### src/shared/epc_pkg.sv
// Operation
// - deferred service set bit reads pending, sets
// - only a register write pends deferred service
// - write one to bit 27 clears deferred service
// - clear bits 27, 25 are write-only
// - tick timer set bit 26 reads, sets pending
// - write one to bit 25 clears tick timer
// - bit 23 shows halt release takes interrupt
// - bit 23 reads zero outside debug mode
// - bit 22 shows any peripheral interrupt pending
// - reserved bits 24, 21:18 read zero
// - privileged aligned word accesses only
package epc_pkg;

  // ==========================================================
  // register map
  localparam logic [11:0] EPC_OFF_CTL = 12'hD04;
  localparam logic [11:0] EPC_OFF_STAT = 12'hD40;
  localparam logic [11:0] EPC_OFF_EN = 12'hD44;
  localparam logic [11:0] EPC_OFF_CLR = 12'hD48;
  localparam logic [31:0] EPC_RST_WORD = 32'h0000_0000;

  // ==========================================================
  // control word fields
  localparam int EPC_BIT_DS_SET = 28;
  localparam int EPC_BIT_DS_CLR = 27;
  localparam int EPC_BIT_TT_SET = 26;
  localparam int EPC_BIT_TT_CLR = 25;
  localparam int EPC_BIT_RSV = 24;
  localparam int EPC_BIT_HALT = 23;
  localparam int EPC_BIT_ANY = 22;
  localparam int EPC_RSV_HI = 21;
  localparam int EPC_RSV_LO = 18;

  // ==========================================================
  // event status layout
  localparam int EPC_EV_W = 3;
  localparam int EPC_EV_DS = 0;
  localparam int EPC_EV_TT = 1;
  localparam int EPC_EV_BAD = 2;
  localparam logic [EPC_EV_W-1:0] EPC_EV_RST = 3'h0;

  // ==========================================================
  // bus answers
  localparam logic [1:0] EPC_OKAY = 2'h0;
  localparam logic [1:0] EPC_SLVERR = 2'h2;
  localparam logic [1:0] EPC_DECERR = 2'h3;
  localparam logic [3:0] EPC_FULL_STRB = 4'hF;

  function automatic logic epc_hit(input logic [11:0] addr);
    logic [9:0] w;
    w = addr[11:2];
    return (w == EPC_OFF_CTL[11:2]) || (w == EPC_OFF_STAT[11:2]) ||
      (w == EPC_OFF_EN[11:2]) || (w == EPC_OFF_CLR[11:2]);
  endfunction

  function automatic logic [1:0] epc_resp(input logic [11:0] addr, input logic priv,
    input logic [3:0] strb);
    logic [1:0] r;
    r = EPC_OKAY;
    if (!epc_hit(addr))
      r = EPC_DECERR;
    else if ((addr[1:0] != 2'h0) || !priv || (strb != EPC_FULL_STRB))
      r = EPC_SLVERR;
    return r;
  endfunction

endpackage

### src/epc_pend_bit.sv
`timescale 1ns/1ps
module epc_pend_bit (
  input wire logic aclk,
  input wire logic aresetn,
  input wire logic set,
  input wire logic clr,
  output logic pend
);

  typedef struct packed {
    logic pend;
  } epc_pend_s;

  epc_pend_s s_reg;
  epc_pend_s s_next;

  // set wins so a set landing with a clear is not lost
  always_comb
  begin
    s_next = s_reg;
    s_next.pend = set | (s_reg.pend & ~clr);
  end

  always_ff @(posedge aclk)
  begin
    if (!aresetn)
      s_reg <= '0;
    else
      s_reg <= s_next;
  end

  assign pend = s_reg.pend;

endmodule

### src/epc_irq_ctl.sv
`timescale 1ns/1ps
module epc_irq_ctl (
  input wire logic aclk,
  input wire logic aresetn,
  input wire logic [epc_pkg::EPC_EV_W-1:0] ev,
  input wire logic en_we,
  input wire logic [epc_pkg::EPC_EV_W-1:0] en_data,
  input wire logic clr_we,
  input wire logic [epc_pkg::EPC_EV_W-1:0] clr_data,
  output logic [epc_pkg::EPC_EV_W-1:0] status,
  output logic [epc_pkg::EPC_EV_W-1:0] enable,
  output logic irq
);

  typedef struct packed {
    logic [epc_pkg::EPC_EV_W-1:0] status;
    logic [epc_pkg::EPC_EV_W-1:0] enable;
    logic irq;
  } epc_irq_s;

  epc_irq_s s_reg;
  epc_irq_s s_next;

  always_comb
  begin
    s_next = s_reg;
    if (clr_we)
      s_next.status = s_reg.status & ~clr_data;
    s_next.status = s_next.status | ev;
    if (en_we)
      s_next.enable = en_data;
    s_next.irq = |(s_next.status & s_next.enable);
  end

  always_ff @(posedge aclk)
  begin
    if (!aresetn)
    begin
      s_reg.status <= epc_pkg::EPC_EV_RST;
      s_reg.enable <= epc_pkg::EPC_EV_RST;
      s_reg.irq <= 1'b0;
    end
    else
      s_reg <= s_next;
  end

  assign status = s_reg.status;
  assign enable = s_reg.enable;
  assign irq = s_reg.irq;

endmodule

### src/epc_top.sv
// Design decisions made here: register access over AXI4-Lite and the address map.
`timescale 1ns/1ps
module epc_top #(
  parameter int N_IRQ = 8
) (
  input wire logic aclk,
  input wire logic aresetn,
  input wire logic [11:0] awaddr,
  input wire logic [2:0] awprot,
  input wire logic awvalid,
  output logic awready,
  input wire logic [31:0] wdata,
  input wire logic [3:0] wstrb,
  input wire logic wvalid,
  output logic wready,
  output logic [1:0] bresp,
  output logic bvalid,
  input wire logic bready,
  input wire logic [11:0] araddr,
  input wire logic [2:0] arprot,
  input wire logic arvalid,
  output logic arready,
  output logic [31:0] rdata,
  output logic [1:0] rresp,
  output logic rvalid,
  input wire logic rready,
  input wire logic debug_mode,
  input wire logic halt_release_irq,
  input wire logic [N_IRQ-1:0] periph_irq_pending,
  input wire logic tick_timer_fire,
  input wire logic deferred_service_taken,
  input wire logic tick_timer_taken,
  output logic deferred_service_pending,
  output logic tick_timer_pending,
  output logic irq
);

  // ==========================================================
  // bus state
  typedef struct packed {
    logic awready;
    logic wready;
    logic aw_hold;
    logic [11:0] aw_addr;
    logic aw_priv;
    logic w_hold;
    logic [31:0] w_data;
    logic [3:0] w_strb;
    logic bvalid;
    logic [1:0] bresp;
    logic arready;
    logic rvalid;
    logic [31:0] rdata;
    logic [1:0] rresp;
  } epc_bus_s;

  epc_bus_s s_reg;
  epc_bus_s s_next;

  logic wr_go;
  logic wr_ok;
  logic rd_go;
  logic rd_bad;
  logic wr_ctl;
  logic ds_set;
  logic ds_clr;
  logic tt_set;
  logic tt_clr;
  logic ds_pend;
  logic tt_pend;
  logic [31:0] ctl_word;
  logic [epc_pkg::EPC_EV_W-1:0] ev;
  logic [epc_pkg::EPC_EV_W-1:0] ev_status;
  logic [epc_pkg::EPC_EV_W-1:0] ev_enable;
  logic [1:0] rd_resp;
  logic [31:0] rd_word;

  // ==========================================================
  // read view of the control word
  always_comb
  begin
    ctl_word = epc_pkg::EPC_RST_WORD;
    ctl_word[epc_pkg::EPC_BIT_DS_SET] = ds_pend;
    ctl_word[epc_pkg::EPC_BIT_TT_SET] = tt_pend;
    // clear bits and reserved bits stay zero
    ctl_word[epc_pkg::EPC_BIT_DS_CLR] = 1'b0;
    ctl_word[epc_pkg::EPC_BIT_TT_CLR] = 1'b0;
    ctl_word[epc_pkg::EPC_BIT_RSV] = 1'b0;
    ctl_word[epc_pkg::EPC_RSV_HI:epc_pkg::EPC_RSV_LO] = 4'h0;
    ctl_word[epc_pkg::EPC_BIT_HALT] = debug_mode & halt_release_irq;
    ctl_word[epc_pkg::EPC_BIT_ANY] = |periph_irq_pending;
  end

  always_comb
  begin
    rd_word = epc_pkg::EPC_RST_WORD;
    unique case (araddr[11:2])
      epc_pkg::EPC_OFF_CTL[11:2]: rd_word = ctl_word;
      epc_pkg::EPC_OFF_STAT[11:2]: rd_word[epc_pkg::EPC_EV_W-1:0] = ev_status;
      epc_pkg::EPC_OFF_EN[11:2]: rd_word[epc_pkg::EPC_EV_W-1:0] = ev_enable;
      default: rd_word = epc_pkg::EPC_RST_WORD;
    endcase
  end

  // ==========================================================
  // write and read channels
  always_comb
  begin
    s_next = s_reg;
    wr_go = 1'b0;
    wr_ok = 1'b0;
    rd_go = 1'b0;
    rd_resp = epc_pkg::epc_resp(araddr, arprot[0], epc_pkg::EPC_FULL_STRB);
    rd_bad = 1'b0;
    if (s_reg.bvalid && bready)
      s_next.bvalid = 1'b0;
    if (awvalid && s_reg.awready)
    begin
      s_next.aw_hold = 1'b1;
      s_next.aw_addr = awaddr;
      s_next.aw_priv = awprot[0];
    end
    if (wvalid && s_reg.wready)
    begin
      s_next.w_hold = 1'b1;
      s_next.w_data = wdata;
      s_next.w_strb = wstrb;
    end
    // commit once both halves are in, response on the same edge
    if (s_reg.aw_hold && s_reg.w_hold && !s_reg.bvalid)
    begin
      wr_go = 1'b1;
      s_next.aw_hold = 1'b0;
      s_next.w_hold = 1'b0;
      s_next.bvalid = 1'b1;
      s_next.bresp = epc_pkg::epc_resp(s_reg.aw_addr, s_reg.aw_priv, s_reg.w_strb);
      wr_ok = (s_next.bresp == epc_pkg::EPC_OKAY);
    end
    // no new write halves while a response is waiting
    s_next.awready = !s_next.aw_hold && !s_next.bvalid;
    s_next.wready = !s_next.w_hold && !s_next.bvalid;
    if (s_reg.rvalid && rready)
      s_next.rvalid = 1'b0;
    if (arvalid && s_reg.arready)
    begin
      rd_go = 1'b1;
      rd_bad = (rd_resp != epc_pkg::EPC_OKAY);
      s_next.rvalid = 1'b1;
      s_next.rresp = rd_resp;
      s_next.rdata = rd_bad ? epc_pkg::EPC_RST_WORD : rd_word;
    end
    s_next.arready = !s_next.rvalid;
  end

  always_ff @(posedge aclk)
  begin
    if (!aresetn)
    begin
      s_reg <= '0;
      s_reg.awready <= 1'b1;
      s_reg.wready <= 1'b1;
      s_reg.arready <= 1'b1;
    end
    else
      s_reg <= s_next;
  end

  // ==========================================================
  // pending state
  assign wr_ctl = wr_ok && (s_reg.aw_addr[11:2] == epc_pkg::EPC_OFF_CTL[11:2]);
  // only the register write can pend the deferred service
  assign ds_set = wr_ctl && s_reg.w_data[epc_pkg::EPC_BIT_DS_SET];
  assign ds_clr = (wr_ctl && s_reg.w_data[epc_pkg::EPC_BIT_DS_CLR]) ||
    deferred_service_taken;
  assign tt_set = (wr_ctl && s_reg.w_data[epc_pkg::EPC_BIT_TT_SET]) ||
    tick_timer_fire;
  assign tt_clr = (wr_ctl && s_reg.w_data[epc_pkg::EPC_BIT_TT_CLR]) ||
    tick_timer_taken;

  // updates land on the response edge, so a later read sees them
  epc_pend_bit u_ds (
    .aclk(aclk),
    .aresetn(aresetn),
    .set(ds_set),
    .clr(ds_clr),
    .pend(ds_pend)
  );

  epc_pend_bit u_tt (
    .aclk(aclk),
    .aresetn(aresetn),
    .set(tt_set),
    .clr(tt_clr),
    .pend(tt_pend)
  );

  // ==========================================================
  // event interrupt
  always_comb
  begin
    ev = '0;
    ev[epc_pkg::EPC_EV_DS] = ds_set;
    ev[epc_pkg::EPC_EV_TT] = tt_set;
    ev[epc_pkg::EPC_EV_BAD] = (wr_go && !wr_ok) || rd_bad;
  end

  epc_irq_ctl u_irq (
    .aclk(aclk),
    .aresetn(aresetn),
    .ev(ev),
    .en_we(wr_ok && (s_reg.aw_addr[11:2] == epc_pkg::EPC_OFF_EN[11:2])),
    .en_data(s_reg.w_data[epc_pkg::EPC_EV_W-1:0]),
    .clr_we(wr_ok && (s_reg.aw_addr[11:2] == epc_pkg::EPC_OFF_CLR[11:2])),
    .clr_data(s_reg.w_data[epc_pkg::EPC_EV_W-1:0]),
    .status(ev_status),
    .enable(ev_enable),
    .irq(irq)
  );

  // ==========================================================
  // outputs
  assign awready = s_reg.awready;
  assign wready = s_reg.wready;
  assign bvalid = s_reg.bvalid;
  assign bresp = s_reg.bresp;
  assign arready = s_reg.arready;
  assign rvalid = s_reg.rvalid;
  assign rdata = s_reg.rdata;
  assign rresp = s_reg.rresp;
  assign deferred_service_pending = ds_pend;
  assign tick_timer_pending = tt_pend;
endmodule

### config.mk
export PLATFORM = sky130hd
export DESIGN_NAME = epc_top
export DESIGN_NICKNAME = d
export VERILOG_FILES = /design/src/shared/epc_pkg.sv /design/src/epc_pend_bit.sv /design/src/epc_irq_ctl.sv /design/src/epc_top.sv
export SDC_FILE = /design/constraint.sdc
export NUM_CORES = 1
export LEC_CHECK = 0
export BUFFER_PORTS_ARGS = -buffer_cell sky130_fd_sc_hd__buf_2
export CAP_MARGIN = 20
export CELL_PAD_IN_SITES_DETAIL_PLACEMENT = 1
export CELL_PAD_IN_SITES_GLOBAL_PLACEMENT = 1
export CORE_MARGIN = 4
export CORE_UTILIZATION = 34
export DETAILED_ROUTE_END_ITERATION = 12
export MAX_ROUTING_LAYER = met4
export PLACE_DENSITY = 0.84
export SLEW_MARGIN = 30
export SYNTH_ARGS = -nofsm -noshare
export SYNTH_HDL_FRONTEND = slang
export SYNTH_HIERARCHICAL = 1
export SYNTH_SLANG_ARGS = --single-unit
### constraint.sdc
create_clock -name aclk -period 3.7 [get_ports aclk]
set_input_delay 0.74 -clock aclk [delete_from_list [all_inputs] [get_ports aclk]]
set_output_delay 0.74 -clock aclk [all_outputs]
set_load 0.01 [all_outputs]
# Word level (Yosys, flattened, before mapping)
# Index checks and enable logic that the tools add are counted.
classes:
  n_reduce_logical: 44
  n_eq_ne: 9
  mux: 21
  bitwise: 11
op_table:
  columns: ["op", "n"]
  rows:
  - ["$eq 10x10->1 const B", 8]
  - ["$mux 37", 1]
  - ["$mux 35", 1]
  - ["$mux 32", 1]
  - ["$mux 26", 1]
  - ["$logic_and 1x1->1", 17]
  - ["$mux 14", 1]
  - ["$logic_or 1x1->1", 13]
  - ["$mux 2", 5]
  - ["$mux 3", 3]
  - ["$logic_not 1->1", 8]
  - ["$reduce_or 8->1", 1]
  - ["$mux 1", 7]
  - ["$and 3x3->3", 2]
  - ["$pmux 3 s2", 1]
  - ["$reduce_bool 2->1", 3]
  - ["$ne 4x4->1 const B", 1]
  - ["$and 1x1->1", 3]
  - ["$not 3->3", 1]
  - ["$or 3x3->3", 1]
  - ["$reduce_or 3->1", 1]
  - ["$logic_not 2->1", 1]
  - ["$not 1->1", 2]
  - ["$or 1x1->1", 2]
word_totals:
  input_bits: 86
  out_inout_bits: 44
  wordCells: 104
  regBits: 101

# Depth between registers and ports, before layout
logic_depth:
  ltp_word: 14
  depth_mapped: 7

# By module
# The synthesis kept the hierarchy.
by_module_without_submodules:
  columns: ["module", "seq_area_each_um2", "cells_per_inst", "area_per_inst_um2", "n_inst"]
  rows:
  - ["epc_top", 840.8, 240, 2039.5, 1]
  - ["epc_irq_ctl", 140.1, 25, 267.8, 1]
  - ["epc_pend_bit", 20.0, 3, 41.3, 2]

# Worst setup path before layout
# Ideal clock, no wire load.
synth_timing:
  kind: "in2reg"
  startpoint: "in araddr[2]"
  endpoint: "reg, netlist name u_irq/irq"
  t_arrival_ps: 1747
  path_slack_ps: 1826
  setup_time_ps: 128
  path_stages: 7
  required_ps: 3572
  n_path_buf: 1
  cell_sequence: "clkbuf_1 -> nor2b_1 -> o211ai_1 -> nor2b_1 -> o22ai_1 -> a21oi_1 -> o221ai_2"
synth_via:
  elab_chain_cells: 11
  elab_cells_between_ends: 14
synth_lines:
  columns: ["element", "line_no", "text"]
  rows:
  - ["start: declaration", "epc_top.sv:19", "input wire logic [11:0] araddr,"]
  - ["$eq 10x10->1", "epc_pkg.sv:53", "return (w == EPC_OFF_CTL[11:2]) || (w == EPC_OFF_STAT[11:2]) ||"]
  - ["$logic_or 1x1->1 (2 in series)", "epc_pkg.sv:53", null]
  - ["$logic_or 1x1->1 *", "epc_pkg.sv:54", "(w == EPC_OFF_EN[11:2]) || (w == EPC_OFF_CLR[11:2]);"]
  - ["$mux 2 *", "epc_pkg.sv:61", "if (!epc_hit(addr))"]
  - ["$reduce_bool 2->1 *", "epc_top.sv:147", "rd_bad = (rd_resp != epc_pkg::EPC_OKAY);"]
  - ["$mux 1 *", "epc_top.sv:144", "if (arvalid && s_reg.arready)"]
  - ["$logic_or 1x1->1 *", "epc_top.sv:204", "ev[epc_pkg::EPC_EV_BAD] = (wr_go && !wr_ok) || rd_bad;"]
  - ["via ev (one bit)", "epc_top.sv:72", "logic [epc_pkg::EPC_EV_W-1:0] ev;"]
  - ["$or 3x3->3 *", "epc_irq_ctl.sv:29", "s_next.status = s_next.status | ev;"]
  - ["$and 3x3->3 *", "epc_irq_ctl.sv:32", "s_next.irq = |(s_next.status & s_next.enable);"]
  - ["$reduce_or 3->1 *", "epc_irq_ctl.sv:32", null]
# The timed path passes the listed nets; every way through them passes the cells marked *.
# A chain may end at the register's enable or synchronous reset.

# Worst setup path in the final report
layout_timing:
  startpoint: "reg s_reg[76] (netlist bit)"
  endpoint: "reg, netlist name u_irq/irq"
layout_via:
  elab_chain_cells: 14
  elab_cells_between_ends: 22
layout_lines:
  columns: ["element", "line_no", "text"]
  rows:
  - ["start: declaration", "epc_top.sv:57", "epc_bus_s s_reg;"]
  - ["start signal: assignment", "epc_top.sv:165", "s_reg <= s_next;"]
  - ["$logic_not 1->1 *", "epc_pkg.sv:63", "else if ((addr[1:0] != 2'h0) || !priv || (strb != EPC_FULL_STRB))"]
  - ["$logic_or 1x1->1 * (2 in series)", "epc_pkg.sv:63", null]
  - ["$mux 2 *", "epc_pkg.sv:63", null]
  - ["$mux 2 *", "epc_pkg.sv:61", null]
  - ["$mux 2 *", "epc_top.sv:130", "if (s_reg.aw_hold && s_reg.w_hold && !s_reg.bvalid)"]
  - ["$logic_not 2->1 *", "epc_top.sv:137", "wr_ok = (s_next.bresp == epc_pkg::EPC_OKAY);"]
  - ["$mux 1 *", "epc_top.sv:130", null]
  - ["$logic_and 1x1->1 or $logic_not 1->1 (tied branches)", "epc_top.sv:170, epc_top.sv:204", null]
  - ["$logic_and 1x1->1, on equally long branches", "epc_top.sv:175, epc_top.sv:204", null]
  - ["$logic_or 1x1->1, on equally long branches", "epc_top.sv:175, epc_top.sv:204", null]
  - ["$or 3x3->3", "epc_irq_ctl.sv:29", null]
  - ["$and 3x3->3 *", "epc_irq_ctl.sv:32", null]
  - ["$reduce_or 3->1 *", "epc_irq_ctl.sv:32", null]
# Every way passes the cells marked *; elsewhere a longest branch is shown, timed or not. The select of a mux whose other input is x is not followed.

==> results.txt <==
----------------------------------------------------
[Outcome]
  Outcome ... complete, no violations

[Global routing]
  Number of global-route vias before repair ... 1,952
  Largest net degree at the start of global routing ... 43
  Wire length of the first global-routing pass ... 9070 um
  Total congestion overflow after global routing ... 0
  Initial antenna violation count ... 0
  Global routing usage summed across all routing layers ... approximately 14%

[Finish]
  Post-route cell area ... around 0.0028 mm^2
  Share of post-route cells with drive strength above 1 ... between 20% and 30%
  Core utilization of the finished layout ... 40.6%
  Layout fillers ... 845
  Nets@finish ... approximately 420
  Diode insertion count for antenna repair ... 0
  Area growth from synthesis to final layout ... 15.5%
  Flip-flop count of the largest register after layout ... 26

[Synth]
  FFs w/ async S/R, synth ... 0%
  Count of flip-flops with a built-in enable after synthesis ... 0
  Cells after synthesis ... around 270
  Primary FF master, synth ... dfxtp_1
  Cells taking the most area after synthesis ... dfxtp_1 43%, buf_4 11%, nand2_1 9.7%
  Syn Area/Cell ... between 8 and 9 um^2
  Area of the mapped netlist ... approximately 0.0024 mm^2
  Area fraction of the dominant cell type after synthesis ... a little over two fifths
  Count of yosys warnings during synthesis ... 6
  Post-synthesis cell type count ... 42
  Number of register bits inferred by synthesis ... around 50
  Part of the Yosys area used for sequential elements ... 42.7%
  Library cell occupying the most area in the post-synthesis netlist ... dfxtp_1

[Clock tree]
  Max Root-Sink Buffers ... 2
  Clock Latency Late Sink ... 0.30 ns
  Clk pin slew, worst setup/hold paths ... approximately 0.080 ns
  Root cell of the clock tree ... clkbuf_8
  Clk sink count ... a little over 50
  Post_cts resized ... 0
  Deepest level of the CTS H-tree ... 2
  Post-CTS setup-driven buffer insertion count ... 0
  Number of hold-repair buffers added at the cts stage ... 0
  Num CTS Buffers ... 5
  TritonCTS clock tree ... built

[Floorplanning]
  Rows ... 30
  I/O Pins ... 130
  Vertical die dimension ... roughly 92 um
  Initial core utilization ... a little over a third
  Width of the chip ... just over 90 um
  Area enclosed by the die boundary ... 0.00843 mm^2
  Core Region ... 0.00679 mm^2

[Critical path]
  Worst-case reg-to-reg path depth ... 7
  Critical path data arrival time ... approximately 2.2 ns
  Reg-to-Reg End ... u_irq/irq$_SDFF_PN0_
  Type of element launching the critical path ... register
  Setup Crit Path Kind ... register to register
  Category of the worst setup path capture point ... register
  Capture point of the worst path ... u_irq/irq$_SDFF_PN0_
  Crit path from ... s_reg[76]$_SDFFE_PN0P_
  Data required time of the critical path ... just under 4 ns
  Startpoint of the lowest-slack register-to-register path ... s_reg[76]$_SDFFE_PN0P_
  Max FO, Critical Path ... 3
  Register-to-register setup slack ... 1.65 ns

[Timing]
  Min Clock Period, post-route ... 2.05 ns
  Final setup violation count ... 0
  Post-route clock period utilization ... a little under three fifths
  Smallest setup slack after layout ... 1.65 ns
  Setup_tns ... 0 ns
  Setup repair after global routing missed its margin ... no
  Count of final max-slew check failures ... 0
  Final-report hold violation count ... 0
  Upper clock frequency limit ... 488 MHz
  Max Clock Skew ... ~0.0066 ns

[Drt]
  Number of detailed-route iterations in the first pass ... 4
  Count of routing violations after the opening detailed-route iteration ... 55
  Routed wire length ... about 5800 um
  Post-DRT Antenna Nets ... 0
  Vias per std cell ... 4.45
  DRC ... 0
  Count of vias placed by the detailed router ... between 1,500 and 2,000
  WL per Instance ... around 13 um

[Place]
  Total cell area at the placement stage ... around 0.0027 mm^2
  Setup Slack @ Placement ... 1.58 ns
  Count of buffers inserted at the top-level ports ... between 70 and 80
  Weighted congestion at the end of routability-driven global placement ... around 0.79
  DPL Wire Length ... 4590 um

[Job]
  Number of maximum-capacitance violations ... 0

[Min path]
  Hold Crit Class ... register to register
  Hold Startpoint ... rdata[0]$_SDFFE_PN0P_

[Power and ir drop]
  Leak pwr ... 1.27 nW
  Total power divided by cell area ... between 300 and 400 mW/mm^2
  Worst-case vdd ir drop ... 0.000200 V

----------------------------------------------------
==> synthesized netlist by cell type, types with 2 or more instances <==
library cell / number
mux2_2: 3
a21boi_0: 20
a21oi_1: 4
a21boi_1: 6
nor2b_4: 2
nand2_1: 62
nor2_1: 12
a22o_1: 3
mux2i_1: 3
and4b_1: 3
o21ai_0: 3
and3_1: 2
nor3b_1: 3
and2_1: 6
clkbuf_1: 9
nand2b_1: 2
o21ai_1: 3
buf_4: 36
o21a_1: 3
nor4_1: 3
dfxtp_1: 51
inv_1: 4
nor2b_1: 7
a21o_1: 3
==> placed cells by master, fill, tap and decap left out, types with 4 or more instances in the layout <==
cell      count
buf_2        75
and2_1        6
nor2b_1       7
dfxtp_1      51
clkbuf_8      5
inv_1         4
conb_1       25
nor2_1       12
nand2_1      62
a21oi_1       4
a21boi_0     20
a21boi_1      6
==> per-layer routing <==
layer	track usage, %	routed length [um]	up-vias
li1	-	-	971
met1	16.0	2500	858
met2	23.3	2730	77
met3	3.77	473	6
met4	3.59	53	0
met5	-	0	-
==> through the flow <==
step	hold slack [ns]	power (W)	std cells
4_1_cts	0.456	0.00107	430
5_1_grt	0.472	0.00111	430
3_3_place_gp	0.440	0.000753	422
2_1_floorplan	0.427	0.000720	295
3_5_place_dp	0.444	0.000760	422
6_report	0.450	0.00105	430
==> where the power goes <==
| part | leakage [nW] | switching [W] | internal [W] |
|---|---|---|---|
| sequential | 0.418 | 0.0000213 | 0.000580 |
| clock | 0.0422 | 0.000173 | 0.000133 |
| combinational | 0.808 | 0.0000822 | 0.0000604 |
==> worst min path at each step <==
stage	endpoint	depth (start not counted)
5_1_grt	rdata[0]$_SDFFE_PN0P_	2
3_5_place_dp	rdata[0]$_SDFFE_PN0P_	2
2_1_floorplan	rdata[2]$_SDFFE_PN0P_	2
6_report	rdata[0]$_SDFFE_PN0P_	2
4_1_cts	rdata[0]$_SDFFE_PN0P_	2
3_3_place_gp	rdata[2]$_SDFFE_PN0P_	2
==> area by class of cell <==
cell class	instances	area, um^2	share of cell area (%)
Clock buffer	7	76.3	2.77
Clock inverter	1	5.00	0.181
Sequential cell	51	1020	37.0
Inverter	4	15.0	0.544
Timing Repair Buffer	76	383	13.9
Multi-Input combinational cell	195	1140	41.3
Tap cell	96	120	4.35
==> worst max-delay path, cell delays in order, from the launching register on <==
cell and delay (ns):
dfxtp_1 0.34, nand4_1 0.14, or3_1 0.42, nor3_2 0.16, and3_1 0.28, mux2_2 0.38, o211ai_2 0.09, o221ai_2 0.11
==> logic make-up (layout without fill, tap and decap cells) <==
family	Yosys count	count (layout)	synth area share (%)
AO/OA/AOI/OAI	51	51	15.8
buffers and inverters	49	88	13.4
flip-flops	51	51	42.7
multiplexers	6	6	2.67
other	1	25	0.157
AND/OR/NAND/NOR	113	113	25.3
Note: power is estimated with default switching activity, not from simulation.
